[src/rtl/fsp_pkg.sv]
// constants and types for the fifo serial port
package fsp_pkg;
  // register byte offsets
  localparam logic [7:0] CTRL_OFS = 8'h00;
  localparam logic [7:0] STAT_OFS = 8'h04;
  localparam logic [7:0] FCR_OFS  = 8'h08;
  localparam logic [7:0] CNT_OFS  = 8'h0C;
  localparam logic [7:0] TXD_OFS  = 8'h10;
  localparam logic [7:0] RXD_OFS  = 8'h14;
  localparam logic [7:0] PORT_OFS = 8'h18;
  localparam logic [7:0] LINE_OFS = 8'h1C;
  localparam logic [7:0] BAUD_OFS = 8'h20;
  localparam logic [7:0] IVEC_OFS = 8'h24;
  // serial_control_reg fields
  localparam int TIE_B = 7, RIE_B = 6, TXEN_B = 5, RXEN_B = 4, RX_ERROR_IRQ_ENABLE_B = 3, SYNC_B = 0;
  // serial_status_reg fields
  localparam int ERRF_B = 7, TEND_B = 6, TX_FIFO_EMPTY_FLAG_B = 5, BRKF_B = 4, FERF_B = 3;
  localparam int RDF_B = 1, RDY_B = 0;
  // fifo_control_reg fields
  localparam int RTRG_B = 6, TTRG_B = 4, TFRST_B = 2, RFRST_B = 1;
  // serial_port_reg fields, then the line register overrun bit
  localparam int RTSOE_B = 5, RTSLV_B = 4, TXOE_B = 1, TXLV_B = 0;
  localparam int OVR_B = 0;
  // reset values
  localparam logic [7:0] CTRL_RST = 8'h00;
  localparam logic [7:0] FCR_RST  = 8'h00;
  localparam logic [7:0] PORT_RST = 8'h00;
  localparam logic [7:0] BAUD_RST = 8'h00;
  // fifo and sampling figures
  localparam int          DEPTH      = 16;
  localparam logic [3:0]  MID_TICK   = 4'h7;  // eighth base pulse
  localparam logic [3:0]  LAST_TICK  = 4'hF;  // sixteen pulses a bit
  localparam logic [7:0]  RDY_TICKS  = 8'hF0; // idle time before data ready
  // trigger levels
  localparam logic [4:0] TTRG_0 = 5'h08, TTRG_1 = 5'h04, TTRG_2 = 5'h02, TTRG_3 = 5'h00;
  localparam logic [4:0] RTRG_0 = 5'h01, RTRG_1 = 5'h04, RTRG_2 = 5'h08, RTRG_3 = 5'h0E;
  // interrupt vector codes, lower code is higher priority
  localparam logic [2:0] IV_NONE = 3'h0, IV_ERR = 3'h1, IV_RXF = 3'h2;
  localparam logic [2:0] IV_BRK = 3'h3, IV_TXE = 3'h4;
  typedef struct packed {
    logic [7:0] addr;
    logic       write;
    logic       valid;
  } fsp_aphase_type;
  typedef enum logic [1:0] {
    ST_IDLE = 2'b00, ST_START = 2'b01, ST_DATA = 2'b10, ST_STOP = 2'b11
  } fsp_state_type;
endpackage

[src/rtl/fsp_top.sv]
// fifo serial port: ahb-lite registers, fifos, async tx/rx, flags and irq lines
`timescale 1ns/1ns
// Behaviour
// - four sources, each on its own request line
// - tx empty request when tx irq enable and tx fifo empty flag
// - rx full request when rx irq enable and full or ready flag
// - ready flag feeds rx full request only in async mode
// - break request when either rx enable and break or overrun flag
// - rx error request when either rx enable and rx error flag
// - rx enable off, error enable on: error and break, never full
// - priority error, full, break, tx empty; vector register shows it
// - tx empty flag sets when tx count at or below trigger
// - clearing tx empty flag while count low sets it again
// - count register: tx count high byte, rx count low byte
// - rx full flag sets when rx count reaches trigger
// - clearing rx full flag while count high sets it again
// - break sets framing error, stops fifo writes, receiver runs on
// - txd direction and level follow port bits while tx disabled
// - clearing tx enable resets transmitter at once, pin shows level bit
// - base tick at 16x bit rate, resync on start falling edge
// - bits latched on the eighth base pulse, mid bit
// - txd and rts float while tx disabled unless port bits drive
// - start bit goes out right after tx enable is set
module fsp_top
  import fsp_pkg::*;
(
  input  wire logic        hclk,
  input  wire logic        hresetn,
  input  wire logic        hsel,
  input  wire logic [31:0] haddr,
  input  wire logic [1:0]  htrans,
  input  wire logic        hwrite,
  input  wire logic [2:0]  hsize,
  input  wire logic [31:0] hwdata,
  input  wire logic        hready,
  output logic      [31:0] hrdata,
  output logic             hreadyout,
  output logic             hresp,
  input  wire logic        rxd_i,
  output logic             txd_o,
  output logic             txd_oe,
  output logic             rts_o,
  output logic             rts_oe,
  output logic             tx_empty_irq,
  output logic             rx_error_irq,
  output logic             rx_full_irq,
  output logic             break_irq
);
  function automatic logic [3:0] inc4(input logic [3:0] v);
    return 4'(v + 4'h1);
  endfunction

  fsp_aphase_type ap_q;
  logic [7:0]  ctrl_q, fcr_q, port_q, baud_q, baud_cnt_q, rdy_cnt_q, hrd_d;
  logic [7:0]  tx_mem [DEPTH];
  logic [7:0]  rx_mem [DEPTH];
  logic [3:0]  tx_wp_q, tx_rp_q, rx_wp_q, rx_rp_q, tx_sub_q, rx_sub_q;
  logic [4:0]  tx_cnt_q, rx_cnt_q, tx_thr, rx_thr;
  logic [2:0]  tx_bit_q, rx_bit_q, ivec_q;
  logic [8:0]  tx_sh_q;
  logic [7:0]  rx_sh_q;
  fsp_state_type tx_st_q, rx_st_q;
  logic        tick, acc, rd_acc, wr, tx_en, rx_push, rx_pop, tx_push, tx_pop;
  logic        tx_line_q, rx_s1_q, rx_s2_q, rx_prev_q, in_brk_q, frame_done;
  logic        err_q, tend_q, tx_fifo_empty_flag_q, brk_q, fer_q, rdf_q, rdy_q, ovr_q;
  logic        hrdy_q, hresp_q;
  logic [15:0] hrd_q, cnt_rd;

  // read data flop is cleared outside a read data phase
  assign hrdata    = {16'h0000, hrd_q};
  assign hreadyout = hrdy_q;
  assign hresp     = hresp_q;

  // bus address phase decode
  assign acc    = hsel & htrans[1] & hready;
  assign rd_acc = acc & ~hwrite;
  assign wr     = ap_q.valid & ap_q.write;
  assign tx_en  = ctrl_q[TXEN_B];
  assign tick   = (baud_cnt_q == baud_q);

  // trigger level decode
  always_comb begin
    unique case (fcr_q[TTRG_B +: 2])
      2'b00: tx_thr = TTRG_0;
      2'b01: tx_thr = TTRG_1;
      2'b10: tx_thr = TTRG_2;
      2'b11: tx_thr = TTRG_3;
    endcase
    unique case (fcr_q[RTRG_B +: 2])
      2'b00: rx_thr = RTRG_0;
      2'b01: rx_thr = RTRG_1;
      2'b10: rx_thr = RTRG_2;
      2'b11: rx_thr = RTRG_3;
    endcase
  end

  // read data mux, taken in the address phase
  always_comb begin
    hrd_d = 8'h00;
    unique case (haddr[7:0])
      CTRL_OFS: hrd_d = ctrl_q;
      STAT_OFS: hrd_d = {err_q, tend_q, tx_fifo_empty_flag_q, brk_q, fer_q, 1'b0, rdf_q, rdy_q};
      FCR_OFS:  hrd_d = fcr_q;
      RXD_OFS:  hrd_d = rx_mem[rx_rp_q];
      PORT_OFS: hrd_d = port_q;
      LINE_OFS: hrd_d = {7'h00, ovr_q};
      BAUD_OFS: hrd_d = baud_q;
      IVEC_OFS: hrd_d = {5'h00, ivec_q};
      default:  hrd_d = 8'h00;
    endcase
  end

  // bus slave: zero wait states, always okay
  always_ff @(posedge hclk or negedge hresetn) begin
    if (!hresetn) begin
      ap_q    <= '0;
      hrd_q   <= 16'h0000;
      hrdy_q  <= 1'b0;
      hresp_q <= 1'b0;
    end else begin
      hrdy_q  <= 1'b1;
      hresp_q <= 1'b0;
      if (hready) begin
        ap_q <= '{addr: haddr[7:0], write: hwrite, valid: acc};
      end
      if (rd_acc) begin
        hrd_q <= (haddr[7:0] == CNT_OFS) ? cnt_rd : {8'h00, hrd_d};
      end else if (hready) begin
        hrd_q <= 16'h0000; // stands in the data phase only
      end
    end
  end

  // count register is 16 bits, read apart from the byte mux
  assign cnt_rd = {3'h0, tx_cnt_q, 3'h0, rx_cnt_q};

  // software control registers
  always_ff @(posedge hclk or negedge hresetn) begin
    if (!hresetn) begin
      ctrl_q <= CTRL_RST;
      fcr_q  <= FCR_RST;
      port_q <= PORT_RST;
      baud_q <= BAUD_RST;
    end else if (wr) begin
      if (ap_q.addr == CTRL_OFS) ctrl_q <= hwdata[7:0];
      if (ap_q.addr == FCR_OFS)  fcr_q  <= hwdata[7:0];
      if (ap_q.addr == PORT_OFS) port_q <= hwdata[7:0];
      if (ap_q.addr == BAUD_OFS) baud_q <= hwdata[7:0];
    end
  end

  // base clock at sixteen times the bit rate
  always_ff @(posedge hclk or negedge hresetn) begin
    if (!hresetn) begin
      baud_cnt_q <= 8'h00;
    end else begin
      baud_cnt_q <= tick ? 8'h00 : 8'(baud_cnt_q + 8'h01);
    end
  end

  // transmit fifo
  assign tx_push = wr && ap_q.addr == TXD_OFS && tx_cnt_q != 5'(DEPTH);
  always_ff @(posedge hclk or negedge hresetn) begin
    if (!hresetn) begin
      tx_wp_q  <= 4'h0;
      tx_rp_q  <= 4'h0;
      tx_cnt_q <= 5'h00;
    end else if (fcr_q[TFRST_B]) begin
      tx_wp_q  <= 4'h0;
      tx_rp_q  <= 4'h0;
      tx_cnt_q <= 5'h00;
    end else begin
      if (tx_push) begin
        tx_mem[tx_wp_q] <= hwdata[7:0];
        tx_wp_q         <= inc4(tx_wp_q);
      end
      if (tx_pop) tx_rp_q <= inc4(tx_rp_q);
      tx_cnt_q <= 5'(tx_cnt_q + {4'h0, tx_push} - {4'h0, tx_pop});
    end
  end

  // transmitter: 8n1, reset whenever tx enable is low
  assign tx_pop = tx_en && tx_st_q == ST_IDLE && tx_cnt_q != 5'h00;
  always_ff @(posedge hclk or negedge hresetn) begin
    if (!hresetn) begin
      tx_st_q   <= ST_IDLE;
      tx_sub_q  <= 4'h0;
      tx_bit_q  <= 3'h0;
      tx_sh_q   <= 9'h1FF;
      tx_line_q <= 1'b1;
      tend_q    <= 1'b1;
    end else if (!tx_en) begin
      tx_st_q   <= ST_IDLE;
      tx_line_q <= 1'b1;
      tend_q    <= 1'b1;
    end else begin
      unique case (tx_st_q)
        ST_IDLE: if (tx_pop) begin
          tx_st_q   <= ST_START;
          tx_sh_q   <= {1'b1, tx_mem[tx_rp_q]};
          tx_line_q <= 1'b0;
          tx_sub_q  <= 4'h0;
          tend_q    <= 1'b0;
        end else begin
          tend_q <= 1'b1;
        end
        ST_START, ST_DATA, ST_STOP: if (tick) begin
          tx_sub_q <= inc4(tx_sub_q);
          if (tx_sub_q == LAST_TICK) begin
            tx_line_q <= tx_sh_q[0];
            tx_sh_q   <= {1'b1, tx_sh_q[8:1]};
            tx_bit_q  <= 3'(tx_bit_q + 3'h1);
            if (tx_st_q == ST_START) begin
              tx_st_q  <= ST_DATA;
              tx_bit_q <= 3'h0;
            end else if (tx_st_q == ST_DATA && tx_bit_q == 3'h7) begin
              tx_st_q <= ST_STOP;
            end else if (tx_st_q == ST_STOP) begin
              tx_st_q   <= ST_IDLE;
              tx_line_q <= 1'b1;
            end
          end
        end
      endcase
    end
  end

  // pins: port bits rule the pin while the transmitter is off
  always_ff @(posedge hclk or negedge hresetn) begin
    if (!hresetn) begin
      txd_o  <= 1'b1;
      txd_oe <= 1'b0;
      rts_o  <= 1'b1;
      rts_oe <= 1'b0;
    end else begin
      txd_o  <= tx_en ? tx_line_q : port_q[TXLV_B];
      txd_oe <= tx_en | port_q[TXOE_B];
      rts_o  <= tx_en ? (rx_cnt_q == 5'(DEPTH)) : port_q[RTSLV_B];
      rts_oe <= tx_en | port_q[RTSOE_B];
    end
  end

  // receive line synchroniser and base-tick sample
  always_ff @(posedge hclk or negedge hresetn) begin
    if (!hresetn) begin
      rx_s1_q   <= 1'b1;
      rx_s2_q   <= 1'b1;
      rx_prev_q <= 1'b1;
    end else begin
      rx_s1_q <= rxd_i;
      rx_s2_q <= rx_s1_q;
      if (tick) rx_prev_q <= rx_s2_q;
    end
  end

  // receiver: resync on start edge, sample on mid pulse
  assign frame_done = rx_st_q == ST_STOP && tick && rx_sub_q == LAST_TICK;
  always_ff @(posedge hclk or negedge hresetn) begin
    if (!hresetn) begin
      rx_st_q  <= ST_IDLE;
      rx_sub_q <= 4'h0;
      rx_bit_q <= 3'h0;
      rx_sh_q  <= 8'h00;
    end else if (!ctrl_q[RXEN_B]) begin
      rx_st_q <= ST_IDLE;
    end else if (tick) begin
      rx_sub_q <= inc4(rx_sub_q);
      unique case (rx_st_q)
        ST_IDLE: if (rx_prev_q && !rx_s2_q) begin
          rx_st_q  <= ST_START;
          rx_sub_q <= 4'h1;
        end
        ST_START: if (rx_sub_q == MID_TICK) begin
          rx_st_q  <= rx_s2_q ? ST_IDLE : ST_DATA;
          rx_sub_q <= 4'h0;
          rx_bit_q <= 3'h0;
        end
        ST_DATA: if (rx_sub_q == LAST_TICK) begin
          rx_sh_q  <= {rx_s2_q, rx_sh_q[7:1]};
          rx_bit_q <= 3'(rx_bit_q + 3'h1);
          if (rx_bit_q == 3'h7) rx_st_q <= ST_STOP;
        end
        ST_STOP: if (rx_sub_q == LAST_TICK) begin
          rx_st_q <= ST_IDLE;
        end
      endcase
    end
  end

  // receive fifo: no write during break or pending overrun
  assign rx_push = frame_done && !in_brk_q && !brk_q && !ovr_q && rx_s2_q
                   && rx_cnt_q != 5'(DEPTH);
  assign rx_pop  = rd_acc && haddr[7:0] == RXD_OFS && rx_cnt_q != 5'h00;
  always_ff @(posedge hclk or negedge hresetn) begin
    if (!hresetn) begin
      rx_wp_q  <= 4'h0;
      rx_rp_q  <= 4'h0;
      rx_cnt_q <= 5'h00;
    end else if (fcr_q[RFRST_B]) begin
      rx_wp_q  <= 4'h0;
      rx_rp_q  <= 4'h0;
      rx_cnt_q <= 5'h00;
    end else begin
      if (rx_push) begin
        rx_mem[rx_wp_q] <= rx_sh_q;
        rx_wp_q         <= inc4(rx_wp_q);
      end
      if (rx_pop) rx_rp_q <= inc4(rx_rp_q);
      rx_cnt_q <= 5'(rx_cnt_q + {4'h0, rx_push} - {4'h0, rx_pop});
    end
  end

  // data ready: rx fifo below trigger and line idle long enough
  always_ff @(posedge hclk or negedge hresetn) begin
    if (!hresetn) begin
      rdy_cnt_q <= 8'h00;
    end else if (rx_st_q != ST_IDLE || rx_push || rx_pop || rx_cnt_q == 5'h00) begin
      rdy_cnt_q <= 8'h00;
    end else if (tick && rdy_cnt_q != RDY_TICKS) begin
      rdy_cnt_q <= 8'(rdy_cnt_q + 8'h01);
    end
  end

  // status flags: hardware set wins over a software zero write
  logic st_wr, ln_wr;
  assign st_wr = wr && ap_q.addr == STAT_OFS;
  assign ln_wr = wr && ap_q.addr == LINE_OFS;
  always_ff @(posedge hclk or negedge hresetn) begin
    if (!hresetn) begin
      err_q    <= 1'b0;
      tx_fifo_empty_flag_q   <= 1'b0;
      brk_q    <= 1'b0;
      fer_q    <= 1'b0;
      rdf_q    <= 1'b0;
      rdy_q    <= 1'b0;
      ovr_q    <= 1'b0;
      in_brk_q <= 1'b0;
    end else begin
      tx_fifo_empty_flag_q <= (tx_cnt_q <= tx_thr) | (tx_fifo_empty_flag_q & ~(st_wr & ~hwdata[TX_FIFO_EMPTY_FLAG_B]));
      rdf_q  <= (rx_cnt_q >= rx_thr) | (rdf_q & ~(st_wr & ~hwdata[RDF_B]));
      rdy_q  <= (rdy_cnt_q == RDY_TICKS && rx_cnt_q < rx_thr)
                | (rdy_q & ~(st_wr & ~hwdata[RDY_B]));
      fer_q  <= (frame_done & ~rx_s2_q) | (fer_q & ~(st_wr & ~hwdata[FERF_B]));
      err_q  <= (frame_done & ~rx_s2_q) | (err_q & ~(st_wr & ~hwdata[ERRF_B]));
      brk_q  <= (frame_done & ~rx_s2_q & rx_sh_q == 8'h00)
                | (brk_q & ~(st_wr & ~hwdata[BRKF_B]));
      ovr_q  <= (frame_done & rx_s2_q & rx_cnt_q == 5'(DEPTH))
                | (ovr_q & ~(ln_wr & ~hwdata[OVR_B]));
      if (frame_done && !rx_s2_q && rx_sh_q == 8'h00) begin
        in_brk_q <= 1'b1;
      end else if (rx_s2_q) begin
        in_brk_q <= 1'b0;
      end
    end
  end

  // four separate level request lines and priority vector
  logic any_rx_en;
  assign any_rx_en = ctrl_q[RIE_B] | ctrl_q[RX_ERROR_IRQ_ENABLE_B];
  always_ff @(posedge hclk or negedge hresetn) begin
    if (!hresetn) begin
      tx_empty_irq <= 1'b0;
      rx_full_irq  <= 1'b0;
      break_irq    <= 1'b0;
      rx_error_irq <= 1'b0;
      ivec_q       <= IV_NONE;
    end else begin
      tx_empty_irq <= ctrl_q[TIE_B] & tx_fifo_empty_flag_q;
      rx_full_irq  <= ctrl_q[RIE_B] & (rdf_q | (rdy_q & ~ctrl_q[SYNC_B]));
      break_irq    <= any_rx_en & (brk_q | ovr_q);
      rx_error_irq <= any_rx_en & err_q;
      if (rx_error_irq)      ivec_q <= IV_ERR;
      else if (rx_full_irq)  ivec_q <= IV_RXF;
      else if (break_irq)    ivec_q <= IV_BRK;
      else if (tx_empty_irq) ivec_q <= IV_TXE;
      else                   ivec_q <= IV_NONE;
    end
  end
endmodule

[config.mk]
export PLATFORM = sky130hd
export DESIGN_NAME = fsp_top
export DESIGN_NICKNAME = d
export VERILOG_FILES = /design/src/rtl/fsp_pkg.sv /design/src/rtl/fsp_top.sv
export SDC_FILE = /design/constraint.sdc
export NUM_CORES = 1
export LEC_CHECK = 0
export BUFFER_PORTS_ARGS = -buffer_cell sky130_fd_sc_hd__buf_2
export CAP_MARGIN = 30
export CELL_PAD_IN_SITES_DETAIL_PLACEMENT = 0
export CELL_PAD_IN_SITES_GLOBAL_PLACEMENT = 1
export CORE_ASPECT_RATIO = 0.6
export CORE_MARGIN = 2
export CORE_UTILIZATION = 53
export CTS_BUF_LIST = sky130_fd_sc_hd__clkbuf_4
export CTS_CLUSTER_SIZE = 30
export DETAILED_ROUTE_END_ITERATION = 6
export MAX_ROUTING_LAYER = met4
export PLACE_DENSITY_LB_ADDON = 0.1
export REMOVE_ABC_BUFFERS = 1
export SLEW_MARGIN = 20
export SYNTH_ARGS = -nofsm -noshare
export SYNTH_HDL_FRONTEND = slang
export SYNTH_SLANG_ARGS = --single-unit
export TNS_END_PERCENT = 1
[constraint.sdc]
create_clock -name hclk -period 3.5 [get_ports hclk]
set_input_delay 0.35 -clock hclk [delete_from_list [all_inputs] [get_ports hclk]]
set_output_delay 0.35 -clock hclk [all_outputs]
set_load 0.03 [all_outputs]
==> results.sh <==
export IMPL_hp_class="input port to register"
export IMPL_grt_usage=0.265
export IMPL_yosys_warnings=0
export IMPL_drc=0
export IMPL_cts_sinks=412
export IMPL_critPathLaunchType="register"
export IMPL_die_h_um=147
export IMPL_clockBufferDepth=3
export IMPL_ys_types=75
export IMPL_final_min_clock_period_ps=3200
export IMPL_max_freq_mhz=313
export IMPL_synth_edf_count=256
export IMPL_min_period_over_period=0.914
export IMPL_antenna_found_initial=5
export IMPL_die_area_um2=35700
export IMPL_syn_inst=1256
export IMPL_fp_row_count=52
export IMPL_cellPowerDensity_nw_per_um2=573
export IMPL_nFillCells=2666
export IMPL_outcome="finished clean"
export IMPL_routed_via_density=5.82
export IMPL_cts_buffers=96
export IMPL_rsz0062_at_grt="false"
export IMPL_ys_seq_elements=412
export IMPL_maxCapViolCount=0
export IMPL_ios=117
export IMPL_worst_slew_pin_slew_ps=814
export IMPL_grt_max_degree=52
export IMPL_slew_headroom=0.457
export IMPL_finalClockSkew_ps=37.5
export IMPL_synth_area_per_cell_um2=14.4
export IMPL_portBuffers=44
export IMPL_area_delta_synth_final_pct=13.7
export IMPL_cp_end_kind="register"
export IMPL_async_flop_share=0.379
export IMPL_cts_max_level=3
export IMPL_final_util=0.611
export IMPL_crit_type="register to register"
export IMPL_first_global_vias=10900
export IMPL_insertion_delay_ps=800
export IMPL_drt_iter0_drc=1196
export IMPL_wl_per_cell_um=23.0
export IMPL_nets=1529
export IMPL_p_total_mw=11.8
export IMPL_multiInputGateArea_um2=6010
export IMPL_ys_seq_area_frac=0.642
export IMPL_core_area_um2=33600
export IMPL_cts_setup_buffers=0
export IMPL_arrival_ps=3900
export IMPL_hpwl_um=31000
export IMPL_register_area_um2=11600
export IMPL_grt_ovfl_total=0
export IMPL_vdd_drop_max_mv=0.300
export IMPL_dr_total_vias=11400
export IMPL_ys_flop_type="edfxtp_1"
export IMPL_die_w_um=243
export IMPL_worst_path_max_fanout=4
export IMPL_syn_area_um2=18100
export IMPL_clk_pin_slew_ps=80
export IMPL_start_util=0.538
export IMPL_drt_total_wl_um=45100
export IMPL_hold_violations=0
export IMPL_p_leak_nw=8.06
export IMPL_hold_ws_ps=54.2
export IMPL_final_layout_size_suffix_gt1_frac=0.260
export IMPL_ant_nets=0
export IMPL_finalMaxSlewViolations=0
export IMPL_drt_pass1_iter_count=7
export IMPL_gp_congestion=0.902
export IMPL_cts_tree="built"
export IMPL_required_ps=4200
export IMPL_grt_first_pass_wirelength_um=67500
export IMPL_cts_root_buf="clkbuf_4"
export IMPL_setup_viol=0
cell type report:
cell class | count | area share
multi-input cells | 736 | 0.292
clock buffers | 146 | 0.0533
flip-flops and latches | 412 | 0.565
diodes | 3 | 0.000365
well taps | 459 | 0.0279
repair buffers | 116 | 0.0399
inverters | 52 | 0.00949
clock inverters | 36 | 0.0122
metrics by stage:
step                      TNS, ps  setup slack [ps]  instance area, µm²  instances
after floorplan              -108              -108               17800       1200
after global placement          0               316               19100       1762
after detailed placement        0               166               19100       1762
after CTS                       0               135               20500       1956
after global routing            0              71.4               20600       1960
final                           0               301               20600       1960
state kept, by name, indices dropped and copies added (netlist names), 4 cells and up:
name        count
tx_cnt_q        5
rx_cnt_q        5
rx_mem        128
hrd_q          13
baud_cnt_q      8
ctrl_q          8
tx_sub_q        4
tx_sh_q         8
fcr_q           8
rx_sh_q         8
rx_rp_q         4
port_q          8
rdy_cnt_q       8
rx_wp_q         4
ap_q           10
rx_sub_q        4
tx_wp_q         4
baud_q          8
tx_rp_q         4
tx_mem        128
critical path: stages (launching register included):
cell and delay, ps:
dfrtp_1 420, inv_1 100, ha_1 160, nor4b_1 490, nand3b_1 200, clkinv_1 100, ha_1 280, inv_1 40
ha_1 200, fa_1 400, a21oi_1 150, nor2_1 70, or3_1 350, a21oi_1 140
cells by family (layout without fill, tap and decap cells):
kind of cell,count (synthesis),after routing,synth area share
simple gates,283,283,0.0865
xor+xnor,33,33,0.0160
flops,412,412,0.642
other cells,2,24,0.000415
buf+inv,127,350,0.0317
compound gates,195,195,0.0772
fa+ha+maj,41,41,0.0290
mux,163,163,0.117
cells in the mapped netlist (7+ instances only):
master	n	share of area
mux2i_1	76	0.042
a22o_1	7	0.0034
clkbuf_1	38	0.0079
mux2_2	53	0.033
buf_4	20	0.0083
inv_1	48	0.010
nand3_1	37	0.010
ha_1	38	0.026
a221o_1	12	0.0066
nor2_1	66	0.014
xor2_1	11	0.0053
a221oi_1	29	0.014
and3_1	7	0.0024
xnor2_1	22	0.011
nand2_1	38	0.0079
dfrtp_1	141	0.20
dfstp_2	15	0.022
nand4_1	11	0.0038
nor4_1	10	0.0035
and2_1	8	0.0028
or2_2	7	0.0024
o21ai_0	40	0.011
edfxtp_1	256	0.42
nor2b_1	16	0.0055
a22oi_1	16	0.0066
mux4_2	34	0.042
nand2b_1	13	0.0045
nor4b_1	7	0.0034
a21oi_1	32	0.0089
nor3_1	28	0.0077
a21o_1	9	0.0037
buf_2	11	0.0030
what timing repair did:
action                     4_1_cts  5_1_grt
gates resized for setup          0        1
hold buffers                    12        0
setup endpoints to repair        0        1
hold endpoints to repair        57        0
final timing paths:
check | start | endpoint | slack [ps] | cells past startpoint
min in group asynchronous | hresetn | rx_sh_q[1] | 60 | 2
setup / recovery | tx_cnt_q[2] | tx_cnt_q[4] | 300 | 13
max in group asynchronous | hresetn | rdy_cnt_q[5] | 1990 | 4
hold reg to reg | rx_s1_q | rx_s2_q | 360 | 0
setup reg to reg | tx_cnt_q[2] | tx_cnt_q[4] | 300 | 13
hold / removal | hwdata[3] | tx_mem[15][3] | 50 | 1
layer usage:
layer / vias up / routed length, µm / share of wire / track usage
li1: 5167 / - / - / -
met1: 5725 / 23000 / 0.51 / 0.430
met2: 469 / 16900 / 0.38 / 0.311
met3: 55 / 4690 / 0.10 / 0.0924
met4: 0 / 487 / 0.011 / 0.0537
met5: - / 0 / 0 / -
report_power, final:
part | switching [mW] | leakage [nW] | internal [mW]
Clock | 1.92 | 0.791 | 2.21
Sequential | 0.353 | 4.52 | 5.45
Combinational | 1.02 | 2.75 | 0.826
layout by cell type (no fill, tap or decap), types with 7 or more instances in the layout:
cell           instances
a221o_1               12
and2_1                 8
a221oi_1              29
edfxtp_1             256
nor4_1                 9
dlygate4sd3_1         12
nand4_1               11
nor2b_1               16
a22oi_1               16
buf_4                 57
xnor2_1               22
and3_1                 7
nand2_1               38
o21ai_0               40
nor3_1                28
clkbuf_4             146
nand3_1               37
ha_1                  38
dfstp_2               15
dfrtp_1              139
nand2b_1              13
or2_2                  7
inv_1                 48
clkinv_1              29
buf_2                 44
nor2_1                66
mux2i_1               76
xor2_1                11
a21oi_1               32
mux2_2                53
mux4_2                34
a22o_1                 7
a21o_1                 9
conb_1                21
Note: power is estimated with default switching activity, not from simulation.
